File: config.mk
export PLATFORM = sky130hd
export DESIGN_NAME = lead_off_flip_and_status_regs
export DESIGN_NICKNAME = d
export VERILOG_FILES = /design/src/core/detach_regs_pkg.sv /design/src/core/detach_sync.sv /design/src/core/lead_off_flip_and_status_regs.sv
export SDC_FILE = /design/constraint.sdc
export NUM_CORES = 1
export LEC_CHECK = 0
export BUFFER_PORTS_ARGS = -buffer_cell sky130_fd_sc_hd__buf_2
export CAP_MARGIN = 20
export CORE_ASPECT_RATIO = 1.2
export CORE_UTILIZATION = 50
export DETAILED_ROUTE_END_ITERATION = 7
export GPL_ROUTABILITY_DRIVEN = 0
export PLACE_DENSITY = 0.75
export SYNTH_ARGS = -nofsm -noshare
export SYNTH_HDL_FRONTEND = slang
export SYNTH_SLANG_ARGS = --single-unit
File: constraint.sdc
create_clock -name core_clk -period 3.2 [get_ports core_clk]
set_clock_uncertainty 0.2 [all_clocks]
set_input_delay 0.32 -clock core_clk [delete_from_list [all_inputs] [get_ports core_clk]]
set_output_delay 0.32 -clock core_clk [all_outputs]
set_load 0.1 [all_outputs]
File: src/core/detach_regs_pkg.sv
package detach_regs_pkg;
  // ****************************************************************
  // Register indices as printed; byte address is four times the index.
  // ****************************************************************
  localparam int unsigned  CHANNELS        = 8;
  localparam logic [7:0]   IDX_POS_SENSE   = 8'h0f;
  localparam logic [7:0]   IDX_NEG_SENSE   = 8'h10;
  localparam logic [7:0]   IDX_PULL_REV    = 8'h11;
  localparam logic [7:0]   IDX_POS_FLAGS   = 8'h12;
  localparam logic [7:0]   IDX_NEG_FLAGS   = 8'h13;
  localparam logic [7:0]   IDX_IRQ_STATUS  = 8'h20;
  localparam logic [7:0]   IDX_IRQ_MASK    = 8'h21;
  localparam logic [7:0]   RESET_BYTE      = 8'h00;
  localparam logic [15:0]  RESET_IRQ       = 16'h0000;
  localparam int unsigned  ADDR_W          = 8;
  // ****************************************************************
  // Bus answers.
  // ****************************************************************
  localparam logic [1:0]   RESP_OKAY       = 2'b00;
  localparam logic [1:0]   RESP_SLVERR     = 2'b10;
endpackage

File: src/core/detach_sync.sv
`timescale 1ns/1ps
// Two-flop synchroniser for one comparator level.
module detach_sync
  import detach_regs_pkg::*;
(
  input  wire logic core_clk,
  input  wire logic rstn,
  input  wire logic async_in,
  output logic      sync_out
);
  logic stage1;

  // The first stage feeds only the second stage.
  always_ff @(posedge core_clk or negedge rstn) begin
    if (!rstn) begin
      stage1   <= 1'b0;
      sync_out <= 1'b0;
    end else begin
      stage1   <= async_in;
      sync_out <= stage1;
    end
  end
endmodule

File: src/core/lead_off_flip_and_status_regs.sv
`timescale 1ns/1ps
// Behaviour
// - An eight-bit read/write pull reverse register has bit n-1 for channel n and resets to zero.
// - With a reverse bit at 0 the positive input pulls high and the negative input pulls low.
// - With a reverse bit at 1 the positive input pulls low and the negative input pulls high.
// - A read-only positive detach flag register sits at index 12h, resets to 00h, bit n-1 for channel n.
// - A read-only negative detach flag register sits at index 13h, resets to 00h, bit n-1 for channel n.
// - A flag reads 1 when detached and 0 when attached, and writes never change it.
// - The pull reverse register sits at index 11h and resets to 00h.
// - Positive sense enables sit at index 0Fh and negative ones at 10h, bit n-1 for channel n.
module lead_off_flip_and_status_regs
  import detach_regs_pkg::*;
#(
  parameter int unsigned N = CHANNELS
)
(
  input  wire logic               core_clk,
  input  wire logic               rstn,
  input  wire logic [ADDR_W+1:0]  s_axi_awaddr,
  input  wire logic               s_axi_awvalid,
  output logic                    s_axi_awready,
  input  wire logic [31:0]        s_axi_wdata,
  input  wire logic [3:0]         s_axi_wstrb,
  input  wire logic               s_axi_wvalid,
  output logic                    s_axi_wready,
  output logic [1:0]              s_axi_bresp,
  output logic                    s_axi_bvalid,
  input  wire logic               s_axi_bready,
  input  wire logic [ADDR_W+1:0]  s_axi_araddr,
  input  wire logic               s_axi_arvalid,
  output logic                    s_axi_arready,
  output logic [31:0]             s_axi_rdata,
  output logic [1:0]              s_axi_rresp,
  output logic                    s_axi_rvalid,
  input  wire logic               s_axi_rready,
  input  wire logic [N-1:0]       pos_comparator,
  input  wire logic [N-1:0]       neg_comparator,
  output logic [N-1:0]            pos_pull_high,
  output logic [N-1:0]            neg_pull_high,
  output logic [N-1:0]            pos_detach_sense_enables,
  output logic [N-1:0]            neg_detach_sense_enables,
  output logic                    irq
);
  // ****************************************************************
  // State.
  // ****************************************************************
  logic [N-1:0]    detach_pull_reverse, next_detach_pull_reverse;
  logic [N-1:0]    pos_sense, next_pos_sense;
  logic [N-1:0]    neg_sense, next_neg_sense;
  logic [N-1:0]    pos_detach_flags, neg_detach_flags;
  logic [N-1:0]    pos_sync, neg_sync;
  logic [2*N-1:0]  irq_status, next_irq_status;
  logic [2*N-1:0]  irq_mask, next_irq_mask;
  logic            aw_held, next_aw_held, w_held, next_w_held;
  logic [ADDR_W-1:0] aw_idx, next_aw_idx;
  logic [31:0]     w_data, next_w_data;
  logic [3:0]      w_strb, next_w_strb;
  logic            bvalid_q, next_bvalid;
  logic [1:0]      bresp_q, next_bresp;
  logic            rvalid_q, next_rvalid;
  logic [31:0]     rdata_q, next_rdata;
  logic [1:0]      rresp_q, next_rresp;
  logic [N-1:0]    next_pos_high, next_neg_high;
  logic            next_irq;

  // ****************************************************************
  // Comparator capture.
  // ****************************************************************
  // Comparators are analog, so each level is synchronised before use.
  for (genvar i = 0; i < N; i++) begin : g_sync
    detach_sync u_pos (.core_clk(core_clk), .rstn(rstn), .async_in(pos_comparator[i]), .sync_out(pos_sync[i]));
    detach_sync u_neg (.core_clk(core_clk), .rstn(rstn), .async_in(neg_comparator[i]), .sync_out(neg_sync[i]));
  end

  // Flags hold the latest synchronised comparator state; the bus never writes them.
  always_ff @(posedge core_clk or negedge rstn) begin
    if (!rstn) begin
      pos_detach_flags <= RESET_BYTE;
      neg_detach_flags <= RESET_BYTE;
    end else begin
      pos_detach_flags <= pos_sync;
      neg_detach_flags <= neg_sync;
    end
  end

  // ****************************************************************
  // Bus slave and register next state.
  // ****************************************************************
  // Address and data are latched independently, so either may come first.
  always_comb begin
    logic            do_write;
    logic [31:0]     wd;
    logic [ADDR_W-1:0] ridx;
    logic [2*N-1:0]  evt;
    do_write = 1'b0;
    wd = 32'h0000_0000;
    ridx = '0;
    evt = '0;
    next_aw_held = aw_held;
    next_aw_idx = aw_idx;
    next_w_held = w_held;
    next_w_data = w_data;
    next_w_strb = w_strb;
    next_bvalid = bvalid_q;
    next_bresp = bresp_q;
    next_rvalid = rvalid_q;
    next_rdata = rdata_q;
    next_rresp = rresp_q;
    next_detach_pull_reverse = detach_pull_reverse;
    next_pos_sense = pos_sense;
    next_neg_sense = neg_sense;
    next_irq_mask = irq_mask;
    // Beats are taken only while the registered ready is shown, so nothing is taken
    // in the first cycle after reset, when the readies are still low.
    if (s_axi_awvalid && s_axi_awready) begin
      next_aw_held = 1'b1;
      next_aw_idx = s_axi_awaddr[ADDR_W+1:2];
    end
    if (s_axi_wvalid && s_axi_wready) begin
      next_w_held = 1'b1;
      next_w_data = s_axi_wdata;
      next_w_strb = s_axi_wstrb;
    end
    if (s_axi_bvalid && s_axi_bready) begin
      next_bvalid = 1'b0;
    end
    if (aw_held && w_held && !bvalid_q) begin
      do_write = 1'b1;
      wd = w_data;
      next_aw_held = 1'b0;
      next_w_held = 1'b0;
      next_bvalid = 1'b1;
      next_bresp = RESP_OKAY;
      if (aw_idx == IDX_PULL_REV) begin
        if (w_strb[0]) next_detach_pull_reverse = wd[N-1:0];
      end else if (aw_idx == IDX_POS_SENSE) begin
        if (w_strb[0]) next_pos_sense = wd[N-1:0];
      end else if (aw_idx == IDX_NEG_SENSE) begin
        if (w_strb[0]) next_neg_sense = wd[N-1:0];
      end else if (aw_idx == IDX_IRQ_MASK) begin
        if (w_strb[0]) next_irq_mask[7:0] = wd[7:0];
        if (w_strb[1]) next_irq_mask[15:8] = wd[15:8];
      end else if (aw_idx == IDX_POS_FLAGS || aw_idx == IDX_NEG_FLAGS || aw_idx == IDX_IRQ_STATUS) begin
        next_bresp = RESP_OKAY;
      end else begin
        next_bresp = RESP_SLVERR;
      end
    end
    // Events are new detaches on enabled inputs; set wins over a clear.
    evt = {neg_sync & ~neg_detach_flags & neg_sense, pos_sync & ~pos_detach_flags & pos_sense};
    next_irq_status = irq_status;
    if (do_write && aw_idx == IDX_IRQ_STATUS) begin
      if (w_strb[0]) next_irq_status[7:0] = irq_status[7:0] & ~wd[7:0];
      if (w_strb[1]) next_irq_status[15:8] = irq_status[15:8] & ~wd[15:8];
    end
    next_irq_status = next_irq_status | evt;
    if (s_axi_rvalid && s_axi_rready) begin
      next_rvalid = 1'b0;
    end
    if (s_axi_arvalid && s_axi_arready) begin
      ridx = s_axi_araddr[ADDR_W+1:2];
      next_rvalid = 1'b1;
      next_rresp = RESP_OKAY;
      next_rdata = 32'h0000_0000;
      if (ridx == IDX_PULL_REV) begin
        next_rdata[N-1:0] = detach_pull_reverse;
      end else if (ridx == IDX_POS_SENSE) begin
        next_rdata[N-1:0] = pos_sense;
      end else if (ridx == IDX_NEG_SENSE) begin
        next_rdata[N-1:0] = neg_sense;
      end else if (ridx == IDX_POS_FLAGS) begin
        next_rdata[N-1:0] = pos_detach_flags;
      end else if (ridx == IDX_NEG_FLAGS) begin
        next_rdata[N-1:0] = neg_detach_flags;
      end else if (ridx == IDX_IRQ_STATUS) begin
        next_rdata[2*N-1:0] = irq_status;
      end else if (ridx == IDX_IRQ_MASK) begin
        next_rdata[2*N-1:0] = irq_mask;
      end else begin
        next_rresp = RESP_SLVERR;
      end
    end
    // Pull direction per input follows the reverse bit directly.
    next_pos_high = ~next_detach_pull_reverse;
    next_neg_high = next_detach_pull_reverse;
    next_irq = |(next_irq_status & next_irq_mask);
  end

  // Registers only; ready outputs are registered; awready and wready drop while a beat is held, arready while a read response is pending.
  always_ff @(posedge core_clk or negedge rstn) begin
    if (!rstn) begin
      aw_held <= 1'b0;
      aw_idx <= '0;
      w_held <= 1'b0;
      w_data <= 32'h0000_0000;
      w_strb <= 4'h0;
      bvalid_q <= 1'b0;
      bresp_q <= RESP_OKAY;
      rvalid_q <= 1'b0;
      rdata_q <= 32'h0000_0000;
      rresp_q <= RESP_OKAY;
      detach_pull_reverse <= RESET_BYTE;
      pos_sense <= RESET_BYTE;
      neg_sense <= RESET_BYTE;
      irq_status <= RESET_IRQ;
      irq_mask <= RESET_IRQ;
      pos_pull_high <= {N{1'b1}};
      neg_pull_high <= '0;
      irq <= 1'b0;
      s_axi_awready <= 1'b0;
      s_axi_wready <= 1'b0;
      s_axi_arready <= 1'b0;
    end else begin
      aw_held <= next_aw_held;
      aw_idx <= next_aw_idx;
      w_held <= next_w_held;
      w_data <= next_w_data;
      w_strb <= next_w_strb;
      bvalid_q <= next_bvalid;
      bresp_q <= next_bresp;
      rvalid_q <= next_rvalid;
      rdata_q <= next_rdata;
      rresp_q <= next_rresp;
      detach_pull_reverse <= next_detach_pull_reverse;
      pos_sense <= next_pos_sense;
      neg_sense <= next_neg_sense;
      irq_status <= next_irq_status;
      irq_mask <= next_irq_mask;
      pos_pull_high <= next_pos_high;
      neg_pull_high <= next_neg_high;
      irq <= next_irq;
      s_axi_awready <= !next_aw_held;
      s_axi_wready <= !next_w_held;
      s_axi_arready <= !next_rvalid;
    end
  end

  // ****************************************************************
  // Output wiring.
  // ****************************************************************
  // These are the registered values themselves.
  assign s_axi_bvalid = bvalid_q;
  assign s_axi_bresp = bresp_q;
  assign s_axi_rvalid = rvalid_q;
  assign s_axi_rdata = rdata_q;
  assign s_axi_rresp = rresp_q;
  assign pos_detach_sense_enables = pos_sense;
  assign neg_detach_sense_enables = neg_sense;

  // ****************************************************************
  // Checks.
  // ****************************************************************
  property p_pull_opposite;
    @(posedge core_clk) disable iff (!rstn) pos_pull_high == ~neg_pull_high;
  endproperty
  a_pull_opposite: assert property (p_pull_opposite) else $error("pull sides not opposite");

  property p_pull_follows;
    @(posedge core_clk) disable iff (!rstn) neg_pull_high == $past(next_detach_pull_reverse);
  endproperty
  a_pull_follows: assert property (p_pull_follows) else $error("pull does not follow reverse bits");

  property p_pos_capture;
    @(posedge core_clk) disable iff (!rstn) ##1 pos_detach_flags == $past(pos_sync);
  endproperty
  a_pos_capture: assert property (p_pos_capture) else $error("positive flags stale");

  property p_neg_capture;
    @(posedge core_clk) disable iff (!rstn) ##1 neg_detach_flags == $past(neg_sync);
  endproperty
  a_neg_capture: assert property (p_neg_capture) else $error("negative flags stale");

  property p_read_pos;
    @(posedge core_clk) disable iff (!rstn)
      (s_axi_arvalid && s_axi_arready && s_axi_araddr[ADDR_W+1:2] == IDX_POS_FLAGS)
      |=> (s_axi_rvalid && s_axi_rdata[N-1:0] == $past(pos_detach_flags) && s_axi_rdata[31:N] == '0);
  endproperty
  a_read_pos: assert property (p_read_pos) else $error("positive flag read wrong");

  property p_read_neg;
    @(posedge core_clk) disable iff (!rstn)
      (s_axi_arvalid && s_axi_arready && s_axi_araddr[ADDR_W+1:2] == IDX_NEG_FLAGS)
      |=> (s_axi_rvalid && s_axi_rdata[N-1:0] == $past(neg_detach_flags));
  endproperty
  a_read_neg: assert property (p_read_neg) else $error("negative flag read wrong");

  property p_write_rev;
    @(posedge core_clk) disable iff (!rstn)
      (aw_held && w_held && !bvalid_q && aw_idx == IDX_PULL_REV && w_strb[0])
      |=> (detach_pull_reverse == $past(w_data[N-1:0]) && s_axi_bvalid);
  endproperty
  a_write_rev: assert property (p_write_rev) else $error("reverse register write lost");

  property p_irq_level;
    @(posedge core_clk) disable iff (!rstn) ##1 irq == |($past(next_irq_status) & $past(next_irq_mask));
  endproperty
  a_irq_level: assert property (p_irq_level) else $error("interrupt level wrong");
endmodule

### Word-level counts from Yosys, hierarchy flattened

Cells that the tools add are included.
Widths: inputs -> output; s select.

| operators by class | value |
|---|---|
| eq/ne operators | 14 |
| reductions and logical operators | 18 |
| bitwise logic cells | 15 |
| muxes and demuxes | 47 |

Operators by type and width:

| kind | count |
|---|---|
| $mux 16 | 9 |
| $mux 8 | 17 |
| $eq 8x5->1 const B | 8 |
| $and 8x8->8 | 6 |
| $not 8->8 | 5 |
| $eq 8x6->1 const B | 4 |
| $mux 2 | 12 |
| $and 16x16->16 | 1 |
| $eq 8x4->1 const B | 2 |
| $or 16x16->16 | 1 |
| $reduce_or 16->1 | 1 |
| $mux 1 | 9 |
| $logic_and 1x1->1 | 8 |
| $reduce_and 5->1 | 1 |
| $logic_not 1->1 | 4 |
| $reduce_and 4->1 | 1 |
| $logic_or 1x1->1 | 2 |
| $not 1->1 | 2 |
| $reduce_bool 2->1 | 1 |

| word-level totals | value |
|---|---|
| output and inout bits | 74 |
| bits in registers | 166 |
| logic and storage cells | 148 |
| bits of input ports | 79 |

### Depth between registers and ports, before layout

Gate-level depths: netlist of the first run.

| depth | value |
|---|---|
| depth in word-level cells | 10 |
| mapped depth | 8 |
| gate-level depth less buffers | 5 |

### By module

A second synthesis of the first run with hierarchy kept.

| unflattened totals | value |
|---|---|
| cells, all modules | 580 |
| area, all modules | 6819.0 um^2 |

By module, submodules not included:

| module | sequential area each (um^2) | area an instance (um^2) | cells each | instances |
|---|---|---|---|---|
| lead_off_flip_and_status_regs | 3313.2 | 6018.3 | 548 | 1 |
| detach_sync | 50.0 | 50.0 | 2 | 16 |

### Worst setup path before layout of the first run

OpenSTA, ideal clock, no wires.

| timing | value |
|---|---|
| path type | register to register |
| start | reg aw_idx[1] |
| end | reg irq |
| period minus slack after synthesis | 2691 ps |
| buffers on the path | 0 |
| required time | 2857 ps |
| arrival | 2348 ps |
| library setup time | 143 ps |
| stages on the path, launching flop included | 6 |
| path slack | 509 ps |
| cells stage by stage | dfrtp_1 > or4b_2 > nor3_1 > mux2_2 > a2111oi_2 > nand4_1 |

| between the ends | value |
|---|---|
| cells in the longest elaborated chain, start to end | 8 |
| elaborated cells between the ends (all ways) | 15 |
| those cells by class | 5 x eq/ne; 6 x mux; 2 x bitwise; 2 x reduce/logical |

RTL lines:

| what | line | text |
|---|---|---|
| from (decl) | lead_off_flip_and_status_regs.sv:55 | `logic [ADDR_W-1:0] aw_idx, next_aw_idx;` |
| from (signal assigned) | lead_off_flip_and_status_regs.sv:215 | `aw_idx <= next_aw_idx;` |
| $eq 8x6->1 | lead_off_flip_and_status_regs.sv:140 | `end else if (aw_idx == IDX_IRQ_MASK) begin` |
| $mux 16 | lead_off_flip_and_status_regs.sv:140 |  |
| $mux 16 | lead_off_flip_and_status_regs.sv:138 | `end else if (aw_idx == IDX_NEG_SENSE) begin` |
| $mux 16 | lead_off_flip_and_status_regs.sv:136 | `end else if (aw_idx == IDX_POS_SENSE) begin` |
| $mux 16 (*) | lead_off_flip_and_status_regs.sv:134 | `if (aw_idx == IDX_PULL_REV) begin` |
| $mux 16 (*) | lead_off_flip_and_status_regs.sv:127 | `if (aw_held && w_held && !bvalid_q) begin` |
| net next_irq_mask[1] | lead_off_flip_and_status_regs.sv:53 | `logic [2*N-1:0] irq_mask, next_irq_mask;` |
| $and 16x16->16 (*) | lead_off_flip_and_status_regs.sv:186 | `next_irq = \|(next_irq_status & next_irq_mask);` |
| $reduce_or 16->1 (*) | lead_off_flip_and_status_regs.sv:186 |  |
| net next_irq | lead_off_flip_and_status_regs.sv:64 | `logic next_irq;` |
| to (signal assigned) | lead_off_flip_and_status_regs.sv:231 | `irq <= next_irq;` |
| to (decl) | lead_off_flip_and_status_regs.sv:42 | `output logic irq` |

Mark *: on every way through the listed nets, which the timed path passes. The rest lies on a longest branch.
A chain may end at the register's enable or synchronous reset.

### Final worst setup path of the first run

| timing | value |
|---|---|
| start | reg aw_idx[4] |
| end | reg irq |

| between the ends | value |
|---|---|
| cells in the longest elaborated chain, start to end | 8 |
| elaborated cells between the ends (all ways) | 15 |
| those cells by class | 5 x eq/ne; 6 x mux; 2 x bitwise; 2 x reduce/logical |

RTL lines:

| what | line |
|---|---|
| $eq 8x6->1 | lead_off_flip_and_status_regs.sv:140 |
| $mux 16 | lead_off_flip_and_status_regs.sv:140 |
| $mux 16 | lead_off_flip_and_status_regs.sv:138 |
| $mux 16 | lead_off_flip_and_status_regs.sv:136 |
| $mux 16 | lead_off_flip_and_status_regs.sv:134 |
| $mux 16 | lead_off_flip_and_status_regs.sv:127 |
| $and 16x16->16 (*) | lead_off_flip_and_status_regs.sv:186 |
| $reduce_or 16->1 (*) | lead_off_flip_and_status_regs.sv:186 |
| net next_irq | lead_off_flip_and_status_regs.sv:64 |

Marks and branches as above.

==> flow_summary.yaml, run 1 <==
status:
  status: "complete, no violations"
logic_synthesis:
  synth_seq_cells: 164
  synthesis.area_mm2: 0.00672
  yosysSeqAreaShare_pct: 61.3
  syn_inst: 555
  yosysWarnings: 0
  synth_most_common_cell: "dfrtp_1"
  async_reset_ff_share_pct: 100
  synth_cell_type_count: 46
  synth_flop_cell: "dfrtp_1"
  synth_commonest_cells: "156 x dfrtp_1, 60 x nand2_1, 32 x mux2_2"
  avgSynthCellArea_um2: 12.1
  synth_top_area_share_pct: 58.1
  synth_area_leaders: "dfrtp_1 58%, mux2_2 5.4%, nand2_1 3.4%"
  synth_top_cell_by_area: "dfrtp_1"
  synth_edf_count: 0
routing:
  ant_nets: 0
  num_vias: 5166
  first_pass_iters: 5
  drtIter0Drc: 358
  vias_per_cell: 5.77
  avgRoutedWirePerCell_um: 18.7
  routed_wl_um: 16700
  drc: 0
sta:
  final_max_slew_viol_count: 0
  rsz0062_at_grt: "false"
  fmax_ghz: 0.342
  period_share_pct: 91.4
  setup_ws_ns: 0.276
  setup_viol: 0
  hold_viol_final: 0
  slew_headroom_pct: 40.6
  fin_crit_ns: 2.92
  tns_ns: 0
  worst_slew_pin_slew_ns: 0.889
setup_path:
  startpoint_type: "flip-flop"
  critPathSlowestCell: "or4b_4"
  worstRegToRegCells: 6
  reg2reg_to: "irq"
  path_cells: "or4b_4, buf_4, o41ai_1, a22oi_1, a2111oi_2, nand4_1"
  crit_type: "flip-flop to flip-flop"
  reg2reg_slack_ns: 0.28
  crit_arrival_ns: 3.01
  reg2reg_from: "aw_idx[4]"
  endpoint_kind: "flip-flop"
  cp_max_fo: 19
  crit_required_ns: 3.29
  max_stage_delay_ns: 0.71
global_routing:
  antenna_found_initial: 0
  grt_pass1_vias: 5219
  grt_max_degree: 79
  grt_first_pass_wirelength_um: 26400
  grt_overflow: 0
  grt_usage_pct: 25.7
power:
  p_leak_nw: 4.12
  comb_power_share_pct: 27.4
  power_frac_seq_pct: 41.5
  p_per_area_mw_per_mm2: 787
  switching_share_pct: 37.1
  peakVddDrop_mv: 0.472
  clkPwrFrac_pct: 31.1
  p_int_mw: 4.18
  power.switching_mw: 2.47
finish:
  drive_gt1_share_pct: 28.6
  diodes: 0
  nets: 794
  synthToLayoutAreaGrowth_pct: 26.0
  instances_no_fill: 896
floorplanning:
  dieArea_mm2: 0.0139
  dieHeight_um: 129
  start_util_pct: 50.9
  core-area_mm2: 0.0132
  row_count: 46
  io_pins: 153
  die_w_um: 108
hold_path:
  hold_start: "g_sync[0].u_pos.stage1"
  holdPathEnd: "g_sync[0].u_pos.sync_out"
  hold_depth: 0
  hold_path_class: "flip-flop to flip-flop"
clocking:
  clock-sinks: 164
  path_clk_slew_ns: 0.06
  cts_setup_buffers: 0
  cts_max_path_buffers: 2
  clock_latency_ns: 0.43
  cts-root-buf: "clkbuf_16"
  cts_buffers: 17
  htreeDepth: 4
  cts_tree: "done"
placed_design:
  dp_cells: 819
  place_hpwl_um: 11400
  dp_slack_ns: 0.316
  port_buffers: 112
flow_run:
  cap_violations: 0
==> repair_timing <==
item,CTS,global route
endpoints found under the hold margin,115,0
hold buffers,45,0
resized for setup,0,0
==> logic make-up (layout without fill, tap and decap cells) <==
kind of cell	Yosys count	count (layout)	share of synthesized area, %
AND/OR/NAND/NOR	141	141	11.2
multiplexers	51	51	8.57
AO/OA/AOI/OAI	118	118	12.7
other	1	18	0.0558
buffers and inverters	80	236	6.19
flip-flops	164	164	61.3
==> final cells by class <==
| class | count | area, um^2 |
|---|---|---|
| Fill cell | 1012 | 4720 |
| Sequential cell | 164 | 4110 |
| Multi-Input combinational cell | 328 | 2260 |
| Timing Repair Buffer | 173 | 1150 |
| Clock buffer | 23 | 478 |
| Tap cell | 168 | 210 |
| Clock inverter | 9 | 128 |
| Inverter | 31 | 116 |
==> power groups by stage <==
stage,Combinational [mW],Clock (mW),Sequential [mW]
2_1_floorplan,0.792,0,3.33
3_3_place_gp,1.74,0,2.76
3_5_place_dp,1.77,0,2.78
4_1_cts,1.82,2.10,2.75
5_1_grt,1.94,2.19,2.81
6_report,1.83,2.07,2.76
==> flip-flops by register name, summed over array words and instances (netlist names), 2 cells and up <==
signal and flops:
g_sync.u_pos.sync_out 8, g_sync.u_pos.stage1 8, neg_detach_sense_enables 8, g_sync.u_neg.stage1 8
irq_status 16, detach_pull_reverse 8, s_axi_rdata 16, w_strb 2
pos_detach_flags 8, pos_detach_sense_enables 8, irq_mask 16, w_data 16
aw_idx 8, pos_pull_high 8, g_sync.u_neg.sync_out 8, neg_detach_flags 8
==> worst max path at each step <==
stage | from | slack [ns] | to | cells past startpoint
final | aw_idx[4] | 0.28 | irq | 6
after global routing | aw_idx[4] | 0.14 | irq | 6
after CTS | aw_idx[4] | 0.32 | irq | 6
after detailed placement | aw_idx[4] | 0.32 | irq | 6
after global placement | aw_idx[4] | 0.39 | irq | 6
after floorplan | aw_idx[1] | 0.51 | irq | 5
==> layout by cell type (no fill, tap or decap), types with 3 or more instances in the layout <==
| cell type | count |
|---|---|
| mux2i_1 | 17 |
| o21ai_0 | 27 |
| clkinv_2 | 3 |
| clkbuf_1 | 3 |
| nand4_1 | 18 |
| mux2_2 | 32 |
| o41ai_1 | 17 |
| buf_4 | 15 |
| conb_1 | 18 |
| buf_2 | 111 |
| o21ai_1 | 4 |
| nor3_1 | 3 |
| dlygate4sd3_1 | 45 |
| o221ai_1 | 7 |
| clkbuf_8 | 3 |
| o31ai_1 | 21 |
| clkbuf_16 | 17 |
| clkinvlp_4 | 3 |
| bufinv_16 | 3 |
| a22oi_1 | 14 |
| nand3b_1 | 13 |
| dfrtp_1 | 156 |
| nor2_1 | 14 |
| nand2_1 | 60 |
| inv_1 | 31 |
| nand3_1 | 4 |
| a21oi_1 | 10 |
| dfstp_2 | 8 |
| and2_1 | 8 |
| a21o_1 | 8 |
| a2111oi_2 | 4 |
==> routing by layer <==
metal	GRT usage (%)	part of all wire (%)	vias up
met5	0	0	-
met4	14.4	4.0	0
met3	6.48	6.4	59
met2	41.2	49	265
met1	31.9	40	2545
li1	-	-	2297
==> through the flow <==
stage | total power [mW] | utilization [%] | cell area (um^2) | hold slack, ns
2_1_floorplan | 4.12 | - | 6780 | -0.176
3_3_place_gp | 4.50 | 56.2 | 7400 | 0.133
3_5_place_dp | 4.56 | 56.2 | 7400 | 0.136
4_1_cts | 6.68 | 64.2 | 8460 | 0.149
5_1_grt | 6.94 | 64.2 | 8460 | 0.150
6_report | 6.66 | 64.2 | 8460 | 0.148
==> worst max-delay path: cells and delay by family (launching register included) <==
family | cells | cell delay [ns]
buffers and inverters | 1 | 0.24
and+or+nand+nor | 2 | 0.84
DFF | 1 | 0.47
AOI/OAI and AO/OA | 3 | 1.03
(Power assumes the default switching activity.)
==> run 2: changes to the inputs <==
Clock period 3.2 ns to 3.8 ns, I/O delays scaled along.
==> run 2 against run 1 <==
Compared with the run above:
- combinational power shrank 16%
- non-clock buffer count down 11
- sequential power is 16% lower
- first-iteration DRC count down 16%
- critical path type unchanged
==> flow_summary.yaml, run 2 (synthesis gave the netlist of run 1 again) <==
routing:
  ant_nets: 0
  avgRoutedWirePerCell_um: 19.0
  drtIter0Drc: 300
  num_vias: 5131
  drc: 0
  routed_wl_um: 16800
  first_pass_iters: 5
  vias_per_cell: 5.80
power:
  p_int_mw: 3.53
  peakVddDrop_mv: 0.422
  power.switching_mw: 2.08
  switching_share_pct: 37.1
  clkPwrFrac_pct: 31.4
  p_leak_nw: 4.07
  p_per_area_mw_per_mm2: 669
  comb_power_share_pct: 27.2
  power_frac_seq_pct: 41.4
sta:
  hold_viol_final: 0
  setup_viol: 0
  final_max_slew_viol_count: 0
  tns_ns: 0
  hold-worst-slack_ns: 0.00264
  slew_headroom_pct: 36.0
  fmax_ghz: 0.304
  period_share_pct: 86.6
  fin_crit_ns: 3.29
  rsz0062_at_grt: "false"
  worst_slew_pin_slew_ns: 0.951
finish:
  regArea_mm2: 0.00411
  drive_gt1_share_pct: 27.8
  multi_input_area_mm2: 0.00226
  fill_cells: 1008
  fin_util_pct: 63.6
  nets: 783
  instances_no_fill: 885
  synthToLayoutAreaGrowth_pct: 24.8
  layout_common_cells: "156 x dfrtp_1, 111 x buf_2, 60 x nand2_1, 43 x dlygate4sd3_1, 32 x mux2_2"
  diodes: 0
  final_common_cell: "dfrtp_1"
setup_path:
  worstRegToRegCells: 5
  critPathSlowestCell: "or4b_4"
  max_stage_delay_ns: 0.76
  reg2reg_to: "irq"
  worstSetupStartpoint: "aw_idx[4]"
  worstSetupEndpoint: "irq"
  cp_max_fo: 29
  cp_top_family: "simple AND/OR/NAND/NOR gates"
  reg2reg_slack_ns: 0.51
  path_buf_inv: 0
  endpoint_kind: "flip-flop"
  path_cells: "or4b_4, nor3_1, mux2_2, a2111oi_2, nand4_1"
  reg2reg_from: "aw_idx[4]"
  startpoint_type: "flip-flop"
  crit_type: "flip-flop to flip-flop"
  cp.depth: 5
  crit_arrival_ns: 3.38
  crit_required_ns: 3.88
status:
  status: "complete, no violations"
floorplanning:
  io_pins: 153
  die_w_um: 108
  core-area_mm2: 0.0132
  row_count: 46
  dieArea_mm2: 0.0139
  dieHeight_um: 129
  start_util_pct: 50.9
global_routing:
  grt_pass1_vias: 5177
  grt_first_pass_wirelength_um: 26400
  grt_overflow: 0
  antenna_found_initial: 0
  grt_usage_pct: 25.7
  grt_max_degree: 91
clocking:
  cts_buffers: 17
  cts_resized: 0
  cts-root-buf: "clkbuf_16"
  cts_tree: "done"
  clock-sinks: 164
  htreeDepth: 4
  path_clk_slew_ns: 0.06
  cts_max_path_buffers: 2
  clock_latency_ns: 0.43
flow_run:
  cap_violations: 0
hold_path:
  hold_path_class: "primary input to flip-flop"
  hold_start: "s_axi_wdata[6]"
placed_design:
  port_buffers: 112
  place_hpwl_um: 11000
  dp_cells: 810
## run 2: cell count changes in the layout (fill, tap and decap cells not counted)
cell,previous run,this run
dlygate4sd3_1,45,43
clkbuf_8,3,4
clkinv_2,3,2
buf_4,15,6
## run 2: per-layer routing
layer,up-vias,wire length [um],share of wire (%),GRT usage (%)
met5,-,0,0,0
met4,0,605,3.6,14.3
met3,48,1070,6.4,6.28
met2,229,8230,49,41.4
met1,2587,6900,41,31.8
li1,2267,-,-,-
## run 2: worst min-delay path by stage
stage / endpoint / slack [ns] / cells after the start
after floorplan: aw_held / -0.12 / 0
after global placement: g_sync[2].u_neg.sync_out / 0.13 / 0
after detailed placement: g_sync[3].u_neg.sync_out / 0.13 / 0
after CTS: w_data[6] / 0.001 / 3
after global routing: w_data[0] / 0.008 / 3
final: w_data[6] / 0.003 / 3
## run 2: tightest hold or removal path, cell delays in order
cell     delay (ns)
buf_2          0.09
nand2_1        0.05
o21ai_0        0.07
## run 2: final cells by class
cell class | count | share of cell area, %
repair buffers | 162 | 12.7
multi-input cells | 328 | 27.0
flip-flops and latches | 164 | 49.1
clock buffers | 24 | 5.87
inverters | 31 | 1.39
well taps | 168 | 2.51
clock inverters | 8 | 1.46
## run 2: metrics by stage
| step | setup WS [ns] | cell area, um^2 | total power, mW |
|---|---|---|---|
| floorplan | 1.11 | 6780 | 3.47 |
| global placement | 0.632 | 7330 | 3.77 |
| detailed placement | 0.557 | 7330 | 3.82 |
| CTS | 0.550 | 8380 | 5.63 |
| global route | 0.391 | 8380 | 5.85 |
| finish | 0.509 | 8380 | 5.61 |
## run 2: what timing repair did
item / 4_1_cts / 5_1_grt
hold buffers: 43 / 0
endpoints found under the hold margin: 125 / 0
setup buffers: 0 / 0
## run 2: power groups by stage
| stage | Clock, mW | Sequential, mW | Combinational, mW |
|---|---|---|---|
| finish | 1.76 | 2.32 | 1.53 |
| CTS | 1.79 | 2.31 | 1.52 |
| detailed placement | 0 | 2.34 | 1.48 |
| global placement | 0 | 2.32 | 1.45 |
| global route | 1.87 | 2.36 | 1.62 |
| floorplan | 0 | 2.81 | 0.667 |
